### src/camsb_pkg.sv
// Shared constants and types for the search memory and its user-side writer
package camsb_pkg;
  localparam int WORDS = 32;
  localparam int WIDTH = 32;
  localparam int ADDR_W = 5;
  localparam int LINES = 16;
  localparam int WR_CYCLES = 2;
  localparam int WR_CYCLES_MASK = 3;
  localparam logic [1:0] CNT_RST = 2'h0;
  localparam logic [4:0] ADDR_RST = 5'h00;
  localparam logic [31:0] WORD_RST = 32'h0000_0000;
  localparam logic [31:0] CARE_ALL = 32'hffff_ffff;
  localparam logic [15:0] LINES_RST = 16'h0000;
  typedef enum logic [1:0] {CAMSB_IDLE = 2'b00, CAMSB_HALF0 = 2'b01, CAMSB_HALF1 = 2'b11} camsb_out_e;
endpackage : camsb_pkg

### src/camsb_if.sv
// Interface joining the user-side logic to the search memory
`timescale 1ns/1ns
`default_nettype none
interface camsb_if;
  logic wr_req;
  logic [4:0] wr_addr;
  logic [31:0] wr_data;
  logic [31:0] wr_care;
  logic wr_masked;
  logic srch_req;
  logic [31:0] srch_data;
  logic enc_sel;
  logic [4:0] match_addr;
  logic match_found;
  logic [15:0] match_lines;
  logic lines_valid;
  logic lines_upper;
  logic busy;
  modport mem (input wr_req, wr_addr, wr_data, wr_care, wr_masked, srch_req, srch_data, enc_sel,
               output match_addr, match_found, match_lines, lines_valid, lines_upper, busy);
  modport user (output wr_req, wr_addr, wr_data, wr_care, wr_masked, srch_req, srch_data, enc_sel,
                input match_addr, match_found, match_lines, lines_valid, lines_upper, busy);
endinterface : camsb_if
`default_nettype wire

### src/camsb_mem.sv
// Search memory end: storage, masked compare, encoded and two-cycle one-hot output
`timescale 1ns/1ns
`default_nettype none
module camsb_mem #(
  parameter logic [1023:0] INIT_DATA = '0, // Preloaded words, word i at bits 32i+31:32i
  parameter logic [1023:0] INIT_CARE = '1 // Preloaded care masks, 1 means compared
) (
  input wire logic clk, // Clock, 100 MHz
  input wire logic rst_n, // Asynchronous reset, active low
  camsb_if.mem bus // Link to user logic
);
  // Write counter, output stage and compare results
  logic [1:0] wcnt_q, wcnt_d;
  camsb_pkg::camsb_out_e st_q, st_d;
  logic [31:0] hit_q, hit_d;
  logic [4:0] maddr_q, maddr_d;
  logic found_q, found_d;
  logic [15:0] lines_q, lines_d;
  logic lvalid_q, lvalid_d;
  logic lupper_q, lupper_d;
  logic busy_q, busy_d;
  wire logic [31:0] hit_now;
  logic [4:0] enc_now;
  logic [1:0] wlen;
  logic wr_commit;

  // ----------------------------------------
  // Write sequencing
  // ----------------------------------------
  // Write commits on the last held cycle; masked writes need one more
  always_comb
  begin
    wlen = bus.wr_masked ? 2'(camsb_pkg::WR_CYCLES_MASK) : 2'(camsb_pkg::WR_CYCLES);
    wcnt_d = camsb_pkg::CNT_RST;
    wr_commit = 1'b0;
    if (bus.wr_req)
    begin
      if (wcnt_q + 2'h1 >= wlen)
      begin
        wr_commit = 1'b1;
      end
      else
      begin
        wcnt_d = wcnt_q + 2'h1;
      end
    end
  end

  // Write counter register
  always_ff @(posedge clk or negedge rst_n)
  begin
    if (!rst_n)
    begin
      wcnt_q <= camsb_pkg::CNT_RST;
    end
    else
    begin
      wcnt_q <= wcnt_d;
    end
  end

  // ----------------------------------------
  // Word storage and compare
  // ----------------------------------------
  // One location per block: its word, its care mask and its comparator
  for (genvar g = 0; g < camsb_pkg::WORDS; g++)
  begin : g_word
    logic [31:0] data_q, data_d;
    logic [31:0] care_q, care_d;
    // Next value: taken only on the commit cycle of a write to this index
    always_comb
    begin
      data_d = data_q;
      care_d = care_q;
      if (wr_commit && (bus.wr_addr == 5'(g)))
      begin
        data_d = bus.wr_data;
        care_d = bus.wr_masked ? bus.wr_care : camsb_pkg::CARE_ALL;
      end
    end
    // Location registers, preloaded at reset
    always_ff @(posedge clk or negedge rst_n)
    begin
      if (!rst_n)
      begin
        data_q <= INIT_DATA[g*32 +: 32];
        care_q <= INIT_CARE[g*32 +: 32];
      end
      else
      begin
        data_q <= data_d;
        care_q <= care_d;
      end
    end
    // Only cared bits take part, so masked bits never block a hit
    assign hit_now[g] = ((data_q ^ bus.srch_data) & care_q) == camsb_pkg::WORD_RST;
  end

  // ----------------------------------------
  // Address encoder
  // ----------------------------------------
  // Lowest matching location wins when several words hit
  always_comb
  begin
    enc_now = camsb_pkg::ADDR_RST;
    for (int i = camsb_pkg::WORDS - 1; i >= 0; i--)
    begin
      if (hit_now[i])
      begin
        enc_now = 5'(i);
      end
    end
  end

  // ----------------------------------------
  // Result output
  // ----------------------------------------
  // Search result captured, then one-hot halves shown low then high
  always_comb
  begin
    st_d = camsb_pkg::CAMSB_IDLE;
    hit_d = hit_q;
    maddr_d = maddr_q;
    found_d = found_q;
    lines_d = camsb_pkg::LINES_RST;
    lvalid_d = 1'b0;
    lupper_d = 1'b0;
    unique case (st_q)
      camsb_pkg::CAMSB_HALF0:
      begin
        lines_d = hit_q[31:16];
        lvalid_d = 1'b1;
        lupper_d = 1'b1;
        st_d = camsb_pkg::CAMSB_HALF1;
      end
      camsb_pkg::CAMSB_IDLE, camsb_pkg::CAMSB_HALF1:
      begin
        if (bus.srch_req)
        begin
          hit_d = hit_now;
          found_d = |hit_now;
          maddr_d = enc_now;
          if (!bus.enc_sel)
          begin
            lines_d = hit_now[15:0];
            lvalid_d = 1'b1;
            st_d = camsb_pkg::CAMSB_HALF0;
          end
        end
      end
      default:
      begin
        st_d = camsb_pkg::CAMSB_IDLE;
      end
    endcase
    busy_d = (st_d == camsb_pkg::CAMSB_HALF0);
  end

  // Output registers
  always_ff @(posedge clk or negedge rst_n)
  begin
    if (!rst_n)
    begin
      st_q <= camsb_pkg::CAMSB_IDLE;
      hit_q <= camsb_pkg::WORD_RST;
      maddr_q <= camsb_pkg::ADDR_RST;
      found_q <= 1'b0;
      lines_q <= camsb_pkg::LINES_RST;
      lvalid_q <= 1'b0;
      lupper_q <= 1'b0;
      busy_q <= 1'b0;
    end
    else
    begin
      st_q <= st_d;
      hit_q <= hit_d;
      maddr_q <= maddr_d;
      found_q <= found_d;
      lines_q <= lines_d;
      lvalid_q <= lvalid_d;
      lupper_q <= lupper_d;
      busy_q <= busy_d;
    end
  end

  // Outputs, each straight from its register
  assign bus.match_addr = maddr_q;
  assign bus.match_found = found_q;
  assign bus.match_lines = lines_q;
  assign bus.lines_valid = lvalid_q;
  assign bus.lines_upper = lupper_q;
  assign bus.busy = busy_q;
endmodule : camsb_mem
`default_nettype wire

### src/flat_wrapper.sv
// flat-port wrapper written by rule: the top's interface ports become plain ports
module camsb_mem_flat 
#(
  parameter logic [1023:0] INIT_DATA = '0,                                              
  parameter logic [1023:0] INIT_CARE = '1                                          
)
  (clk, rst_n, bus_wr_req, bus_wr_addr, bus_wr_data, bus_wr_care, bus_wr_masked, bus_srch_req, bus_srch_data, bus_enc_sel, bus_match_addr, bus_match_found, bus_match_lines, bus_lines_valid, bus_lines_upper, bus_busy);
  camsb_if bus_i ();
  input wire logic clk;
  input wire logic rst_n;
  input wire logic [$bits(bus_i.wr_req)-1:0] bus_wr_req;
  input wire logic [$bits(bus_i.wr_addr)-1:0] bus_wr_addr;
  input wire logic [$bits(bus_i.wr_data)-1:0] bus_wr_data;
  input wire logic [$bits(bus_i.wr_care)-1:0] bus_wr_care;
  input wire logic [$bits(bus_i.wr_masked)-1:0] bus_wr_masked;
  input wire logic [$bits(bus_i.srch_req)-1:0] bus_srch_req;
  input wire logic [$bits(bus_i.srch_data)-1:0] bus_srch_data;
  input wire logic [$bits(bus_i.enc_sel)-1:0] bus_enc_sel;
  output wire logic [$bits(bus_i.match_addr)-1:0] bus_match_addr;
  output wire logic [$bits(bus_i.match_found)-1:0] bus_match_found;
  output wire logic [$bits(bus_i.match_lines)-1:0] bus_match_lines;
  output wire logic [$bits(bus_i.lines_valid)-1:0] bus_lines_valid;
  output wire logic [$bits(bus_i.lines_upper)-1:0] bus_lines_upper;
  output wire logic [$bits(bus_i.busy)-1:0] bus_busy;
  assign bus_i.wr_req = bus_wr_req;
  assign bus_i.wr_addr = bus_wr_addr;
  assign bus_i.wr_data = bus_wr_data;
  assign bus_i.wr_care = bus_wr_care;
  assign bus_i.wr_masked = bus_wr_masked;
  assign bus_i.srch_req = bus_srch_req;
  assign bus_i.srch_data = bus_srch_data;
  assign bus_i.enc_sel = bus_enc_sel;
  assign bus_match_addr = bus_i.match_addr;
  assign bus_match_found = bus_i.match_found;
  assign bus_match_lines = bus_i.match_lines;
  assign bus_lines_valid = bus_i.lines_valid;
  assign bus_lines_upper = bus_i.lines_upper;
  assign bus_busy = bus_i.busy;
  camsb_mem #(.INIT_DATA(INIT_DATA), .INIT_CARE(INIT_CARE)) u_core (.clk(clk), .rst_n(rst_n), .bus(bus_i));
endmodule
### config.mk
export PLATFORM = sky130hd
export DESIGN_NAME = camsb_mem_flat
export DESIGN_NICKNAME = d
export VERILOG_FILES = /design/src/camsb_pkg.sv /design/src/camsb_if.sv /design/src/camsb_mem.sv /design/src/flat_wrapper.sv
export SDC_FILE = /design/constraint.sdc
export NUM_CORES = 2
export LEC_CHECK = 0
export ABC_AREA = 1
export BUFFER_PORTS_ARGS = -buffer_cell sky130_fd_sc_hd__buf_2
export CORE_MARGIN = 3
export CORE_UTILIZATION = 38
export CTS_CLUSTER_SIZE = 28
export DETAILED_ROUTE_END_ITERATION = 12
export GPL_TIMING_DRIVEN = 0
export PLACE_DENSITY = 0.62
export REMOVE_ABC_BUFFERS = 1
export SYNTH_ARGS = -nofsm -noshare
export SYNTH_HDL_FRONTEND = slang
export SYNTH_SLANG_ARGS = --single-unit
### constraint.sdc
create_clock -name clk -period 2.7 [get_ports clk]
set_clock_uncertainty 0.1 [all_clocks]
set_input_delay 0.405 -clock clk [delete_from_list [all_inputs] [get_ports clk]]
set_output_delay 0.405 -clock clk [all_outputs]
set_load 0.005 [all_outputs]
# ---- Word-level counts from Yosys, hierarchy flattened
# Index checks and enable logic that the tools add are counted.
# Widths: inputs -> output; s select.
dict set report op_classes {
  addsub 1
  multipliers 0
  div 0
  magnitude_cmp 1
  n_eq_ne 34
  n_shift 0
  mux 48
  bitwise 64
  n_reduce_logical 69
}
# operator count
set op_table {}
lappend op_table {{$and 32x32->32} 32}
lappend op_table {{$logic_not 32->1} 32}
lappend op_table {{$xor 32x32->32} 32}
lappend op_table {{$mux 5} 32}
lappend op_table {{$eq 5x5->1 const B} 16}
lappend op_table {{$eq 5x4->1 const B} 8}
lappend op_table {{$logic_and 1x1->1} 32}
lappend op_table {{$mux 16} 2}
lappend op_table {{$mux 32} 1}
lappend op_table {{$pmux 16 s2} 1}
lappend op_table {{$reduce_or 32->1} 1}
lappend op_table {{$eq 5x3->1 const B} 4}
lappend op_table {{$eq 5x2->1 const B} 2}
lappend op_table {{$mux 1} 7}
lappend op_table {{$mux 2} 3}
lappend op_table {{$eq 5x1->1 const B} 1}
lappend op_table {{$logic_not 5->1} 1}
lappend op_table {{$eq 2x1->1 const B} 2}
lappend op_table {{$pmux 2 s2} 1}
lappend op_table {{$add 2x1->2 const B} 1}
lappend op_table {{$eq 2x2->1 const B} 1}
lappend op_table {{$ge 2x2->1} 1}
lappend op_table {{$logic_not 2->1} 1}
lappend op_table {{$pmux 1 s2} 1}
lappend op_table {{other kinds (2)} 2}
dict set report totals {
  regBits 2109
  latch_bits 0
  mem_bits_rw 0
  romBits 0
  elab_cells 290
  n_memories 0
}

# ---- Logic depth before layout (Yosys ltp)
dict set report logic_depth {
  word_depth 35
  depth_mapped 42
}

# ---- Worst setup path after synthesis
# OpenSTA, ideal clock, no wires.
dict set report synth_path {
  kind {input to register}
  from {input port bus_srch_data[7]}
  to {register u_core.maddr_q[0] (netlist: u_core.bus.match_addr[0])}
  arrival_time_ns 2.662
  t_required_ns 2.484
  slack_ns -0.178
  stages 20
  cell_sequence {buf_2 -> buf_6 -> buf_6 -> buf_6 -> buf_6 -> xor2_1 -> a22o_1 -> or4_1 -> nor4_2 -> inv_1 -> nand2_1 -> nand2_1 -> nand2_1 -> nand2_1 -> nand2_1 -> nand2_1 -> nand2_1 -> nand2_1 -> nand2_1 -> nand2_1}
}
dict set report synth_between {
  elab_chain_len 35
  elab_cells_between_ends 128
}
# item line_no
set synth_lines {}
lappend synth_lines {{start: declaration} flat_wrapper.sv:17} ;# input wire logic [$bits(bus_i.srch_data)-1:0] bus_srch_data;
lappend synth_lines {{$xor 32x32->32} camsb_mem.sv:96} ;# assign hit_now[g] = ((data_q ^ bus.srch_data) & care_q) == camsb_pkg::WORD_RST;
lappend synth_lines {{$and 32x32->32} camsb_mem.sv:96}
lappend synth_lines {{$logic_not 32->1} camsb_mem.sv:96}
lappend synth_lines {{$mux 5 (31 in a row)} camsb_mem.sv:108} ;# if (hit_now[i])
lappend synth_lines {{$mux 5 (*)} camsb_mem.sv:108}
lappend synth_lines {{end signal: assignment} camsb_mem.sv:166} ;# maddr_q <= camsb_pkg::ADDR_RST;
lappend synth_lines {{end signal: assignment} camsb_mem.sv:177} ;# maddr_q <= maddr_d;
lappend synth_lines {{end: declaration} camsb_mem.sv:16} ;# logic [4:0] maddr_q, maddr_d;
# Mark *: on every way between the ends. The rest lies on a longest branch, timed or not.
# A chain may end at the register's enable or synchronous reset.

# ---- Final worst setup path
dict set report layout_path {
  from {register u_core.g_word[25].data_q[19]}
  to {register u_core.maddr_q[0] (netlist: u_core.bus.match_addr[0])}
}
dict set report layout_between {
  elab_chain_len 29
}
# item line_no
set layout_lines {}
lappend layout_lines {{start: declaration} camsb_mem.sv:68} ;# logic [31:0] data_q, data_d;
lappend layout_lines {{start signal: assignment} camsb_mem.sv:86} ;# data_q <= INIT_DATA[g*32 +: 32];
lappend layout_lines {{start signal: assignment} camsb_mem.sv:91} ;# data_q <= data_d;
lappend layout_lines {{$xor 32x32->32} camsb_mem.sv:96}
lappend layout_lines {{$and 32x32->32} camsb_mem.sv:96}
lappend layout_lines {{$logic_not 32->1} camsb_mem.sv:96}
lappend layout_lines {{$mux 5 (26 in a row)} camsb_mem.sv:108}
# No other way between the ends.

==> run_results.csv <==
group,metric,value,unit
setup_path,end_kind,"register",
grt,met2_usage,40.1,%
logic_synthesis,yosys_warnings,0,
clocking,clockBufferDepth,3,
logic_synthesis,syn_avg_cell_area,9.03,µm²
pwr,sequentialPowerShare,45.6,%
finish,fin_util,45.4,%
timing,tns,-202.42,ns
timing,hold_viol,0,
timing,worst_slew_pin_slew,2.34,ns
pwr,vdd_drop_max,0.808,mV
outcome,status,"complete, but fails checks",
clocking,numCtsBuffers,217,
grt,grt_overflow,0,
logic_synthesis,synth_enable_flop_cells,0,
grt,grtUsageTotal,25.7,%
timing,fmax,0.252,GHz
placed_design,gp_congestion,0.851,
pwr,power,0.128,W
placed_design,place_area,0.0971,mm²
setup_path,start_kind,"register",
routing,first_iter_violations,10500,
timing,drv_slew,27,
routing,drtAntennaViolNets,0,
setup_path,crit_top_cell,"nand2_1",
timing,relSlewSlack,-56.3,%
pwr,clkPwrFrac,23.9,%
logic_synthesis,ys_async_sr_fraction,100,%
hold_path,hold_class,"input pin to register",
placed_design,dp.cells,12900,
pwr,p_leak,47.2,nW
floorplan,core,0.242,mm²
placed_design,portBuffers,131,
pwr,p_comb_share,30.5,%
clocking,htreeDepth,4,
floorplan,num_rows,180,
logic_synthesis,yosysSeqAreaShare,57.7,%
clocking,clkSlewWorstSetupHoldPaths,0.06,ns
logic_synthesis,ys_ff_latch,2091,
finish,drive_gt1_share,21.6,%
setup_path,r2r_cells,34,
pwr,power.switching,0.0459,W
setup_path,path_delay_family,"simple AND/OR/NAND/NOR gates",
routing,vias,77200,
setup_path,worst-path-stages,34,
timing,post-route-period-util,147,%
routing,via_per_inst,5.67,
placed_design,post-dp-hpwl,183,mm
hold_path,min_path_cells,3,
timing,fin_crit,3.96,ns
job,drv_cap,4,
finish,stdcell_count,13600,
floorplan,fp.dieH,501,µm
outcome,violations,"capacitance limit, slew limit, setup timing",
routing,wire_per_inst,25.8,µm
clocking,cts_tree,"yes",
clocking,root_buffer,"clkbuf_16",
pwr,switching_share,35.9,%
logic_synthesis,postSynthCellCount,10300,
pwr,power.density,1160,mW/mm²
pwr,p_int,0.0817,W
logic_synthesis,synth_area,0.0929,mm²
finish,area_growth,18.1,%
setup_path,critical_path_class,"register to register",
floorplan,io_pins,132,
grt,grt_max_degree,161,
setup_path,crit_path_max_incr_delay,0.50,ns
routing,drc,0,
clocking,cts.sinks,2091,
setup_path,crit_required,3.39,ns
grt,grtUsageMet3,5.95,%
finish,nNetsFinal,10300,
timing,rsz0062_at_grt,"yes",
setup_path,cp.arrival,4.65,ns
timing,setup-violations-final,939,
finish,num-fill-cells,22500,
clocking,clock_latency,0.85,ns
finish,fin_area,0.110,mm²
setup_path,cp_num_buf_inv,1,
grt,antenna_found_initial,27,
floorplan,die-area,0.251,mm²
logic_synthesis,ys_types,51,
routing,dr.pass1.iters,7,
grt,use_met1,32.6,%
timing,layout_setup_ws,-1.26,ns
grt,grt_pass1_wl,477,mm
setup_path,crit_path_max_fanout,3,
logic_synthesis,synth_ff_type,"dfrtp_1",
routing,route.final.wire_length,351,mm
setup_path,critPathSlowestCell,"nor3_4",
floorplan,initial_core_util,38.4,%
grt,busiest_layer,"met2",
grt,grt_pass1_vias,71300,
floorplan,die_w,501,µm
cell usage in the layout (no fill, tap or decap), types with 99 or more instances in the layout:
cell	count
dfrtp_1	1067
buf_16	100
xor2_1	415
nand3_1	264
dfstp_2	1024
inv_1	110
clkbuf_16	254
o21ai_0	2251
or2_2	175
a21oi_1	139
buf_2	99
nor2_1	292
nand2_1	3068
sequential cells by signal (all words and copies together) (netlist names):
| name | count |
|---|---|
| u_core.bus.lines_upper | 1 |
| u_core.g_word.data_q | 1024 |
| u_core.st_q | 1 |
| u_core.bus.match_found | 1 |
| u_core.bus.match_addr | 5 |
| u_core.bus.busy | 1 |
| u_core.hit_q | 16 |
| u_core.wcnt_q | 2 |
| u_core.g_word.care_q | 1024 |
| u_core.bus.match_lines | 16 |
stage by stage:
step,hold WS [ns],setup WS (ns)
detailed placement,0.239,-2.92
finish,0.0501,-1.26
CTS,0.00212,-1.23
floorplan,0.00941,-1.09
global route,0.0217,-1.60
global placement,0.365,-43.66
power by group through the flow:
stage | Clock (W) | Sequential (W) | Combinational (W)
after floorplan | 0 | 0.0563 | 0.0211
after global placement | 0 | 0.0578 | 0.0322
after detailed placement | 0 | 0.0581 | 0.0343
after CTS | 0.0307 | 0.0577 | 0.0370
after global routing | 0.0321 | 0.0597 | 0.0426
final | 0.0305 | 0.0582 | 0.0389
area by class of cell:
cell class | count | area, µm² | share of cell area [%]
Sequential cell | 2091 | 53600 | 48.8
Timing Repair Buffer | 473 | 7420 | 6.76
Tap cell | 3185 | 3990 | 3.63
Multi-Input combinational cell | 7288 | 36800 | 33.6
Antenna cell | 28 | 70.1 | 0.0638
Clock buffer | 348 | 6650 | 6.05
Clock inverter | 64 | 659 | 0.601
Inverter | 147 | 554 | 0.505
cell usage after synthesis (10+ instances only):
cell type	n	area (µm²)
a21oi_1	154	771
a221oi_1	21	184
a22o_1	92	806
a32o_1	16	160
buf_2	34	170
buf_4	45	338
buf_6	88	991
clkbuf_1	654	2450
dfrtp_1	1067	26700
dfstp_2	1024	26900
inv_1	144	541
nand2_1	3115	11700
nand3_1	269	1350
nand4_1	80	500
nor2_1	349	1310
nor3_1	20	100
nor4_1	28	175
o2111ai_1	17	149
o21a_1	38	285
o21ai_0	2276	11400
o22ai_1	10	62.6
or2_0	36	225
or2_1	34	213
or2_2	177	1110
or4_1	27	203
xor2_1	415	3630
tightest hold or removal path, delay by kind of cell:
kind / cells / cell delay (ns)
simple gates: 1 / 0.20
compound gates: 1 / 0.22
buf+inv: 1 / 0.14
final timing paths:
kind / start / slack, ns / to
max: u_core.g_word[25].data_q[19] / -1.26 / u_core.bus.match_addr[0]
min: bus_wr_care[6] / 0.05 / u_core.g_word[19].care_q[6]
max reg2reg: u_core.g_word[25].data_q[19] / -1.26 / u_core.bus.match_addr[0]
min reg2reg: u_core.g_word[14].care_q[22] / 0.38 / u_core.g_word[14].care_q[22]
max in group asynchronous: rst_n / -0.60 / u_core.g_word[21].care_q[16]
min in group asynchronous: rst_n / 0.68 / u_core.g_word[31].data_q[8]
repair_timing:
item                       in CTS  in global routing
cloned                         77                 64
setup endpoints to repair    2421               2368
hold buffers                   57                  1
gates resized for setup       186                 60
pin swaps                      49                 30
buffers inserted               55                 17
hold endpoints to repair      681                101
kinds of logic (layout without fill, tap and decap cells):
| kind of cell | count (synthesis) | count (layout) | synth area share (%) |
|---|---|---|---|
| and+or+nand+nor | 4148 | 4203 | 18.3 |
| DFF | 2091 | 2091 | 57.7 |
| buffers and inverters | 971 | 1032 | 4.88 |
| AOI/OAI and AO/OA | 2664 | 2664 | 15.2 |
| xor gates and xnor gates | 418 | 418 | 3.94 |
| adders and majority gates | 3 | 3 | 0.0404 |
| other | 0 | 28 | 0 |
metal layers:
metal | vias to the layer above | wire length [µm]
met4 | 8 | 26100
met2 | 4059 | 154000
met1 | 38300 | 132000
li1 | 33900 | -
met3 | 1004 | 39300
met5 | - | 113
(Power assumes the default switching activity.)
